<file path="src/rtl/eth_regs_pkg.sv">
// Package: register map, field positions, reset values and carrier types
package eth_regs_pkg;
  localparam int DATA_W = 32;
  localparam int NUM_STATS = 8;
  // Page bases
  localparam logic [31:0] CFG_BASE = 32'h0000_0000;
  localparam logic [31:0] STATUS_BASE = 32'h0000_0400;
  localparam logic [31:0] STATS_BASE = 32'h0000_0500;
  // Configuration page registers
  localparam logic [31:0] GT_RESET_ADDR = 32'h0000_0000;
  localparam logic [31:0] CORE_RESET_ADDR = 32'h0000_0004;
  localparam logic [31:0] MODE_ADDR = 32'h0000_0008;
  localparam logic [31:0] TX_CFG_ADDR = 32'h0000_000C;
  localparam logic [31:0] RX_CFG_ADDR = 32'h0000_0014;
  localparam logic [31:0] TICK_ADDR = 32'h0000_0020;
  localparam logic [31:0] REVISION_ADDR = 32'h0000_0024;
  // Status page registers
  localparam logic [31:0] TX_STATUS_ADDR = 32'h0000_0400;
  localparam logic [31:0] RX_STATUS_ADDR = 32'h0000_0404;
  // Field positions
  localparam int TICK_SEL_BIT = 30;
  localparam int APPLY_BIT = 0;
  // Reset values
  localparam logic [31:0] GT_RESET_DEFAULT = 32'h0000_0000;
  localparam logic [31:0] CORE_RESET_DEFAULT = 32'h0000_0000;
  localparam logic [31:0] MODE_DEFAULT = 32'h0000_0000;
  localparam logic [31:0] TX_CFG_DEFAULT = 32'h0000_0000;
  localparam logic [31:0] RX_CFG_DEFAULT = 32'h0000_0000;
  localparam logic [31:0] ZERO_WORD = 32'h0000_0000;
  // Arbitrary revision value, names no real part
  localparam logic [31:0] REVISION_VALUE = 32'h0000_0100;
  // Responses
  localparam logic [1:0] RESP_OKAY = 2'h0;
  localparam logic [1:0] RESP_SLVERR = 2'h2;

  // Configuration handed to the core
  typedef struct packed {
    logic [31:0] gt_reset;
    logic [31:0] mode;
    logic [31:0] tx_cfg;
    logic [31:0] rx_cfg;
  } core_cfg_t;

  typedef logic [NUM_STATS-1:0][31:0] stat_bank_t;
endpackage

</file>
<file path="src/rtl/eth_axil_register_access.sv">
// AXI4-Lite register front end with config, status and statistics pages
`timescale 1ns/1ps
module eth_axil_register_access (
  input wire logic CLOCK,
  input wire logic RESET,
  input wire logic [31:0] S_AXI_AWADDR,
  input wire logic S_AXI_AWVALID,
  output logic S_AXI_AWREADY,
  input wire logic [31:0] S_AXI_WDATA,
  input wire logic [3:0] S_AXI_WSTRB,
  input wire logic S_AXI_WVALID,
  output logic S_AXI_WREADY,
  output logic [1:0] S_AXI_BRESP,
  output logic S_AXI_BVALID,
  input wire logic S_AXI_BREADY,
  input wire logic [31:0] S_AXI_ARADDR,
  input wire logic S_AXI_ARVALID,
  output logic S_AXI_ARREADY,
  output logic [31:0] S_AXI_RDATA,
  output logic [1:0] S_AXI_RRESP,
  output logic S_AXI_RVALID,
  input wire logic S_AXI_RREADY,
  input wire logic STATS_SNAPSHOT_PULSE,
  input wire logic [eth_regs_pkg::NUM_STATS-1:0] STAT_EVENTS,
  input wire logic [31:0] TX_STATUS_EVENTS,
  input wire logic [31:0] RX_STATUS_EVENTS,
  input wire logic TX_RESET,
  input wire logic RX_RESET,
  output eth_regs_pkg::core_cfg_t CORE_CFG
);
  logic awready_reg;
  logic wready_reg;
  logic bvalid_reg;
  logic [1:0] bresp_reg;
  logic arready_reg;
  logic rvalid_reg;
  logic [1:0] rresp_reg;
  logic [31:0] rdata_reg;
  logic [31:0] gt_reset_reg;
  logic [31:0] core_reset_reg;
  logic [31:0] mode_reg;
  logic [31:0] tx_cfg_reg;
  logic [31:0] rx_cfg_reg;
  logic [31:0] tx_status_reg;
  logic [31:0] rx_status_reg;
  logic [31:0] tx_status_next;
  logic [31:0] rx_status_next;
  logic [31:0] read_word;
  eth_regs_pkg::core_cfg_t cfg_reg;
  eth_regs_pkg::stat_bank_t held_stats;
  logic wr_fire;
  logic rd_fire;
  logic wr_ok;
  logic rd_ok;
  logic tick_access;
  logic snap_reg;
  logic unused_strobe;

  // Legal word addresses; shared by the read and the write path
  function automatic logic mapped(input logic [31:0] a, input logic wr);
    logic hit;
    hit = 1'b0;
    if (a[1:0] != 2'h0) begin
      hit = 1'b0;
    end else if (a == eth_regs_pkg::GT_RESET_ADDR ||
                 a == eth_regs_pkg::CORE_RESET_ADDR ||
                 a == eth_regs_pkg::MODE_ADDR ||
                 a == eth_regs_pkg::TX_CFG_ADDR ||
                 a == eth_regs_pkg::RX_CFG_ADDR ||
                 a == eth_regs_pkg::TICK_ADDR) begin
      hit = 1'b1;
    end else if (a == eth_regs_pkg::REVISION_ADDR ||
                 a == eth_regs_pkg::TX_STATUS_ADDR ||
                 a == eth_regs_pkg::RX_STATUS_ADDR) begin
      hit = !wr; // read-only
    end else if (a >= eth_regs_pkg::STATS_BASE &&
                 a < eth_regs_pkg::STATS_BASE +
                     32'(4 * eth_regs_pkg::NUM_STATS)) begin
      hit = !wr;
    end else begin
      hit = 1'b0;
    end
    return hit;
  endfunction

  // Strobes are ignored by design: whole-word writes only
  assign unused_strobe = ^S_AXI_WSTRB;

  // Handshake events
  assign wr_fire = awready_reg && S_AXI_AWVALID && S_AXI_WVALID;
  assign rd_fire = arready_reg && S_AXI_ARVALID;
  assign wr_ok = mapped(S_AXI_AWADDR, 1'b1);
  assign rd_ok = mapped(S_AXI_ARADDR, 1'b0);
  assign tick_access = (wr_fire && S_AXI_AWADDR == eth_regs_pkg::TICK_ADDR)
    || (rd_fire && S_AXI_ARADDR == eth_regs_pkg::TICK_ADDR);

  // Write channel: address and data taken together, one at a time
  always_ff @(posedge CLOCK or posedge RESET) begin
    if (RESET) begin
      awready_reg <= 1'b0;
      wready_reg <= 1'b0;
      bvalid_reg <= 1'b0;
      bresp_reg <= eth_regs_pkg::RESP_OKAY;
    end else if (wr_fire) begin
      awready_reg <= 1'b0;
      wready_reg <= 1'b0;
      bvalid_reg <= 1'b1;
      bresp_reg <= wr_ok ? eth_regs_pkg::RESP_OKAY
                         : eth_regs_pkg::RESP_SLVERR;
    end else if (bvalid_reg) begin
      bvalid_reg <= !S_AXI_BREADY;
    end else begin
      awready_reg <= S_AXI_AWVALID && S_AXI_WVALID && !awready_reg;
      wready_reg <= S_AXI_AWVALID && S_AXI_WVALID && !awready_reg;
    end
  end

  // Read channel: data registered, reserved reads return zero
  always_ff @(posedge CLOCK or posedge RESET) begin
    if (RESET) begin
      arready_reg <= 1'b0;
      rvalid_reg <= 1'b0;
      rresp_reg <= eth_regs_pkg::RESP_OKAY;
      rdata_reg <= eth_regs_pkg::ZERO_WORD;
    end else if (rd_fire) begin
      arready_reg <= 1'b0;
      rvalid_reg <= 1'b1;
      rdata_reg <= rd_ok ? read_word : eth_regs_pkg::ZERO_WORD;
      rresp_reg <= rd_ok ? eth_regs_pkg::RESP_OKAY
                         : eth_regs_pkg::RESP_SLVERR;
    end else if (rvalid_reg) begin
      rvalid_reg <= !S_AXI_RREADY;
    end else begin
      arready_reg <= S_AXI_ARVALID && !arready_reg;
    end
  end

  // Read mux over the three pages
  always_comb begin
    read_word = eth_regs_pkg::ZERO_WORD;
    if (S_AXI_ARADDR == eth_regs_pkg::GT_RESET_ADDR) begin
      read_word = gt_reset_reg;
    end else if (S_AXI_ARADDR == eth_regs_pkg::CORE_RESET_ADDR) begin
      read_word = core_reset_reg;
    end else if (S_AXI_ARADDR == eth_regs_pkg::MODE_ADDR) begin
      read_word = mode_reg;
    end else if (S_AXI_ARADDR == eth_regs_pkg::TX_CFG_ADDR) begin
      read_word = tx_cfg_reg;
    end else if (S_AXI_ARADDR == eth_regs_pkg::RX_CFG_ADDR) begin
      read_word = rx_cfg_reg;
    end else if (S_AXI_ARADDR == eth_regs_pkg::REVISION_ADDR) begin
      read_word = eth_regs_pkg::REVISION_VALUE;
    end else if (S_AXI_ARADDR == eth_regs_pkg::TX_STATUS_ADDR) begin
      read_word = tx_status_reg;
    end else if (S_AXI_ARADDR == eth_regs_pkg::RX_STATUS_ADDR) begin
      read_word = rx_status_reg;
    end else if (S_AXI_ARADDR[31:8] == eth_regs_pkg::STATS_BASE[31:8]) begin
      read_word = held_stats[S_AXI_ARADDR[4:2]];
    end
  end

  // Software configuration registers, whole-word writes
  always_ff @(posedge CLOCK or posedge RESET) begin
    if (RESET) begin
      gt_reset_reg <= eth_regs_pkg::GT_RESET_DEFAULT;
      core_reset_reg <= eth_regs_pkg::CORE_RESET_DEFAULT;
      mode_reg <= eth_regs_pkg::MODE_DEFAULT;
      tx_cfg_reg <= eth_regs_pkg::TX_CFG_DEFAULT;
      rx_cfg_reg <= eth_regs_pkg::RX_CFG_DEFAULT;
    end else if (wr_fire && wr_ok) begin
      if (S_AXI_AWADDR == eth_regs_pkg::GT_RESET_ADDR) begin
        gt_reset_reg <= S_AXI_WDATA;
      end else if (S_AXI_AWADDR == eth_regs_pkg::CORE_RESET_ADDR) begin
        core_reset_reg <= S_AXI_WDATA;
      end else if (S_AXI_AWADDR == eth_regs_pkg::MODE_ADDR) begin
        mode_reg <= S_AXI_WDATA;
      end else if (S_AXI_AWADDR == eth_regs_pkg::TX_CFG_ADDR) begin
        tx_cfg_reg <= S_AXI_WDATA;
      end else if (S_AXI_AWADDR == eth_regs_pkg::RX_CFG_ADDR) begin
        rx_cfg_reg <= S_AXI_WDATA;
      end
    end
  end

  // Core sees new settings only when software issues the core reset;
  // avoids retuning a running datapath half way through a frame
  always_ff @(posedge CLOCK or posedge RESET) begin
    if (RESET) begin
      cfg_reg <= '{eth_regs_pkg::GT_RESET_DEFAULT, eth_regs_pkg::MODE_DEFAULT,
                   eth_regs_pkg::TX_CFG_DEFAULT,
                   eth_regs_pkg::RX_CFG_DEFAULT};
    end else if (core_reset_reg[eth_regs_pkg::APPLY_BIT]) begin
      cfg_reg <= '{gt_reset_reg, mode_reg, tx_cfg_reg, rx_cfg_reg};
    end
  end

  // Sticky status: set wins over the read clear
  always_comb begin
    tx_status_next = tx_status_reg;
    rx_status_next = rx_status_reg;
    if (rd_fire && S_AXI_ARADDR == eth_regs_pkg::TX_STATUS_ADDR) begin
      tx_status_next = eth_regs_pkg::ZERO_WORD;
    end
    if (rd_fire && S_AXI_ARADDR == eth_regs_pkg::RX_STATUS_ADDR) begin
      rx_status_next = eth_regs_pkg::ZERO_WORD;
    end
    tx_status_next = tx_status_next | TX_STATUS_EVENTS;
    rx_status_next = rx_status_next | RX_STATUS_EVENTS;
  end

  // Each datapath reset clears only its own direction
  always_ff @(posedge CLOCK or posedge RESET) begin
    if (RESET) begin
      tx_status_reg <= eth_regs_pkg::ZERO_WORD;
      rx_status_reg <= eth_regs_pkg::ZERO_WORD;
    end else begin
      tx_status_reg <= TX_RESET ? eth_regs_pkg::ZERO_WORD
                                : tx_status_next;
      rx_status_reg <= RX_RESET ? eth_regs_pkg::ZERO_WORD
                                : rx_status_next;
    end
  end

  // Snapshot source picked by the mode select bit
  always_ff @(posedge CLOCK or posedge RESET) begin
    if (RESET) begin
      snap_reg <= 1'b0;
    end else if (mode_reg[eth_regs_pkg::TICK_SEL_BIT]) begin
      snap_reg <= tick_access;
    end else begin
      snap_reg <= STATS_SNAPSHOT_PULSE;
    end
  end

  stats_snapshot u_stats (
    .clock(CLOCK),
    .reset(RESET),
    .events(STAT_EVENTS),
    .snap(snap_reg),
    .held(held_stats)
  );

  // Port drivers, all from flops
  assign S_AXI_AWREADY = awready_reg;
  assign S_AXI_WREADY = wready_reg;
  assign S_AXI_BVALID = bvalid_reg;
  assign S_AXI_BRESP = bresp_reg;
  assign S_AXI_ARREADY = arready_reg;
  assign S_AXI_RVALID = rvalid_reg;
  assign S_AXI_RRESP = rresp_reg;
  assign S_AXI_RDATA = rdata_reg;
  assign CORE_CFG = cfg_reg;
endmodule

</file>
<file path="src/rtl/stats_snapshot.sv">
// Statistics counters with snapshot-and-clear bank
`timescale 1ns/1ps
module stats_snapshot (
  input wire logic clock,
  input wire logic reset,
  input wire logic [eth_regs_pkg::NUM_STATS-1:0] events,
  input wire logic snap,
  output eth_regs_pkg::stat_bank_t held
);
  eth_regs_pkg::stat_bank_t live_reg;
  eth_regs_pkg::stat_bank_t held_reg;

  genvar i;
  generate
    for (i = 0; i < eth_regs_pkg::NUM_STATS; i = i + 1) begin : g_cnt
      // Event in the snapshot cycle starts the new interval, not lost
      always_ff @(posedge clock or posedge reset) begin
        if (reset) begin
          live_reg[i] <= eth_regs_pkg::ZERO_WORD;
        end else if (snap) begin
          live_reg[i] <= {31'h0000_0000, events[i]};
        end else begin
          live_reg[i] <= live_reg[i] + {31'h0000_0000, events[i]};
        end
      end

      // Held copy changes only on a snapshot, so reads never destroy it
      always_ff @(posedge clock or posedge reset) begin
        if (reset) begin
          held_reg[i] <= eth_regs_pkg::ZERO_WORD;
        end else if (snap) begin
          held_reg[i] <= live_reg[i];
        end
      end
    end
  endgenerate

  assign held = held_reg;
endmodule

</file>
<file path="config.mk">
export PLATFORM = sky130hd
export DESIGN_NAME = eth_axil_register_access
export DESIGN_NICKNAME = d
export VERILOG_FILES = /design/src/rtl/eth_regs_pkg.sv /design/src/rtl/eth_axil_register_access.sv /design/src/rtl/stats_snapshot.sv
export SDC_FILE = /design/constraint.sdc
export NUM_CORES = 2
export LEC_CHECK = 0
export ABC_AREA = 1
export BUFFER_PORTS_ARGS = -buffer_cell sky130_fd_sc_hd__buf_2
export CORE_MARGIN = 8
export CORE_UTILIZATION = 35
export CTS_CLUSTER_SIZE = 30
export DETAILED_ROUTE_END_ITERATION = 12
export SKIP_LAST_GASP = 1
export SLEW_MARGIN = 0
export SYNTH_ARGS = -nofsm -noshare
export SYNTH_HDL_FRONTEND = slang
export SYNTH_SLANG_ARGS = --single-unit
export TNS_END_PERCENT = 1
</file>
<file path="constraint.sdc">
create_clock -name CLOCK -period 38.1 [get_ports CLOCK]
set_clock_uncertainty 0.15 [all_clocks]
set_input_delay 7.62 -clock CLOCK [delete_from_list [all_inputs] [get_ports CLOCK]]
set_output_delay 7.62 -clock CLOCK [all_outputs]
set_load 0.02 [all_outputs]
</file>
==> metrics <==
status=completed; reg-to-reg endpoint=u_stats.live_reg[50]; grt total ovfl=0; DR iter-0 viols=3422; layout cells sized above 1=0.1434; vias in the first global route=34450; Fillers=12048; cell mode on critical path=nand2_1; DRT Wirelength=139500 microns; Starting Density=0.3512; die width=362.0 microns; CTS buffer count=100; Yosys warnings=0; Hold Violations, Final=0; # DRC=0; Tot GR Track Use=0.2070; Setup Fix Bufs, Post-CTS=0; Critical Path Sink Type=flop; Avg Cell Area, Syn=8.397 sq um; Seq cells post-synth=903; Mapped Cells=4991; dpl cells=6755; Slew HR=0.2450; share of the synthesized area in the top cell type=0.5392; DIE AREA=131100 sq um; r2r worst-path depth=5; endpoints failing setup=0; critical path cell sequence=buf_2, nor2_1, nand2_1, nor2_1, nand2_2, nor2_4, buf_4, nand2_2, nand2_2, a31oi_1, nand2_1, nand2_1, nand2_1, nand2_1, nand2_1; Worst Path Required=38580 ps; Hold Path Stages=2; post-synthesis cell type count=46; crit path kind=in2reg; vias per inst=5.154; CP max stage cell=nand2_2; CTS Root Cell=clkbuf_16; FFs w/ async S/R, synth=1.000; CP startpoint kind=input port; P_leak=22.70 nW; CTS Hold Buffers Added=0; Max FO, Critical Path=32; row cnt=127; worst slew pin tran=1133 ps; Primary FF master, synth=dfrtp_1; PortBufs=344; worst hold endpoint=u_stats.held[93]; Finished Layout Cells=6946; sequential share of the synthesized area=0.5392; GP Congestion=0.9337; post-DR wirelength/cell=20.08 microns; area grow syn2layout=15.48%; CTS tree=yes; global-route wire length before repair=212400 microns; power per standard cell area=42.71 nW/um^2; Min-Delay Path Class=reg2reg; area leader, netlist=dfrtp_1; crit path time final=11320 ps; die span in y=362.0 microns; NumNets Final=5443; Clock transition at path regs=60 ps; largest net degree at the start of global routing=177; Worst Hold Launch=u_stats.held[93]; vias post-DR=35801; Skew-Pair Late Insertion Delay=710 ps; Critical Path Max Stage Delay=920 ps; Post-DRT Antenna Nets=0; Critical R2R Launch=snap_reg; top area cells in the synthesized netlist=dfrtp_1 (54%), nand2_1 (11%), o21ai_0 (5.1%); Clock Tree Buf Depth=3; Tcrit/Tclk final=0.2971; Max Slew Vio Count=0; number of clock sinks=903; setup tns final=0 ps; RSZ-0062 raised after global routing=no; core area=119300 sq um; initial antenna violation count=22; Max Clock Freq=88.35 MHz; final HPWL from detailed placement=98480 microns; Post-synth EDFFs=0; Max VDD drop=35.67 uV; CTS H-tree lvls=3; PostCTS Resize Cnt=0; Post-Syn Area=41910 sq um; max-cap check violation count=0; drt first pass iters=6; most numerous cell in the Yosys netlist=nand2_1; arrival time of the worst setup path=11800 ps; # IOs=351; internal reg-to-reg setup slack=34630 ps; top post-synthesis cells by count=nand2_1 (1197), dfrtp_1 (903), nor2_1 (519)
critical path: cells and delay by family:
kind | cells | cell delay, ps
compound gates | 1 | 80
simple gates | 12 | 3510
buf+inv | 2 | 550
placed cells by master (no fill, tap or decap), types with 31 or more instances in the layout:
| master | Yosys | final |
|---|---|---|
| nand2_1 | 1197 | 1194 |
| dfrtp_1 | 903 | 901 |
| nor2_1 | 519 | 516 |
| inv_1 | 445 | 443 |
| o21ai_0 | 427 | 427 |
| buf_2 | 45 | 344 |
| a21oi_1 | 234 | 234 |
| nand3_1 | 172 | 172 |
| nor3_1 | 166 | 166 |
| o21ai_1 | 140 | 140 |
| mux2_2 | 129 | 129 |
| nand4_1 | 104 | 104 |
| clkbuf_16 | 0 | 100 |
| o22ai_1 | 61 | 61 |
| nor4_1 | 52 | 52 |
| xor2_1 | 44 | 44 |
| buf_4 | 4 | 40 |
| a31oi_1 | 39 | 39 |
| clkinv_2 | 0 | 31 |
where the power goes:
part	switching [mW]	total (mW)	internal, mW	leakage, nW
Sequential	0.0106	0.981	0.970	12.5
Clock	0.416	0.977	0.561	1.66
Combinational	0.0837	0.109	0.0251	8.57
Total	0.511	2.07	1.56	22.7
routing by layer:
layer / GRT usage / vias to the layer above / share of wire
met4: 0.09059 / 2 / 0.047
li1: - / 16920 / -
met5: 0 / - / 0.000093
met1: 0.2772 / 17330 / 0.43
met2: 0.3208 / 1268 / 0.45
met3: 0.04756 / 281 / 0.078
cell type report:
| type | count | area, sq um | area share |
|---|---|---|---|
| diodes | 7 | 17.52 | 0.0003619 |
| clock buffers | 138 | 2855 | 0.05899 |
| clock inverters | 46 | 485.5 | 0.01003 |
| inverters | 467 | 1768 | 0.03653 |
| multi-input cells | 3388 | 16610 | 0.3432 |
| flip-flops and latches | 903 | 22600 | 0.4670 |
| well taps | 1612 | 2017 | 0.04167 |
| repair buffers | 385 | 2042 | 0.04219 |
worst max-delay path by stage:
| stage | from | endpoint | slack, ps | cells after the start |
|---|---|---|---|---|
| after floorplan | RESET | CORE_CFG[0] | 4940 | 1 |
| after global placement | S_AXI_ARADDR[28] | S_AXI_RDATA[31] | 26140 | 15 |
| after detailed placement | S_AXI_ARADDR[31] | S_AXI_RDATA[29] | 26180 | 15 |
| after CTS | S_AXI_ARADDR[31] | S_AXI_RDATA[29] | 26910 | 15 |
| after global routing | S_AXI_ARADDR[28] | S_AXI_RDATA[23] | 26710 | 15 |
| final | S_AXI_ARADDR[31] | S_AXI_RDATA[29] | 26780 | 15 |
kinds of logic (layout without fill, tap and decap cells):
| kind of cell | Yosys count | in the layout | synth area share |
|---|---|---|---|
| AND/OR/NAND/NOR | 2270 | 2270 | 0.2312 |
| AO/OA/AOI/OAI | 919 | 919 | 0.1140 |
| flip-flops | 903 | 903 | 0.5392 |
| buffers and inverters | 701 | 1036 | 0.06520 |
| multiplexers | 129 | 129 | 0.03466 |
| XOR/XNOR | 52 | 52 | 0.01087 |
| adder cells (fa/ha/maj) | 16 | 16 | 0.004777 |
| other | 1 | 9 | 0.00008948 |
stage by stage:
stage / power, mW / cell area (sq um) / utilization / hold slack [ps] / worst slack [ps]
detailed placement: 1.107 / 45040 / 0.3774 / 309.8 / 26180
global placement: 1.106 / 45040 / 0.3774 / 304.3 / 26140
floorplan: 1.057 / 41910 / - / 291.7 / 4944
global route: 2.140 / 48390 / 0.4055 / 338.1 / 26710
CTS: 2.087 / 48380 / 0.4054 / 324.3 / 26910
finish: 2.067 / 48400 / 0.4056 / 320.4 / 26780
No activity file was read; power rests on OpenSTA's default activity.
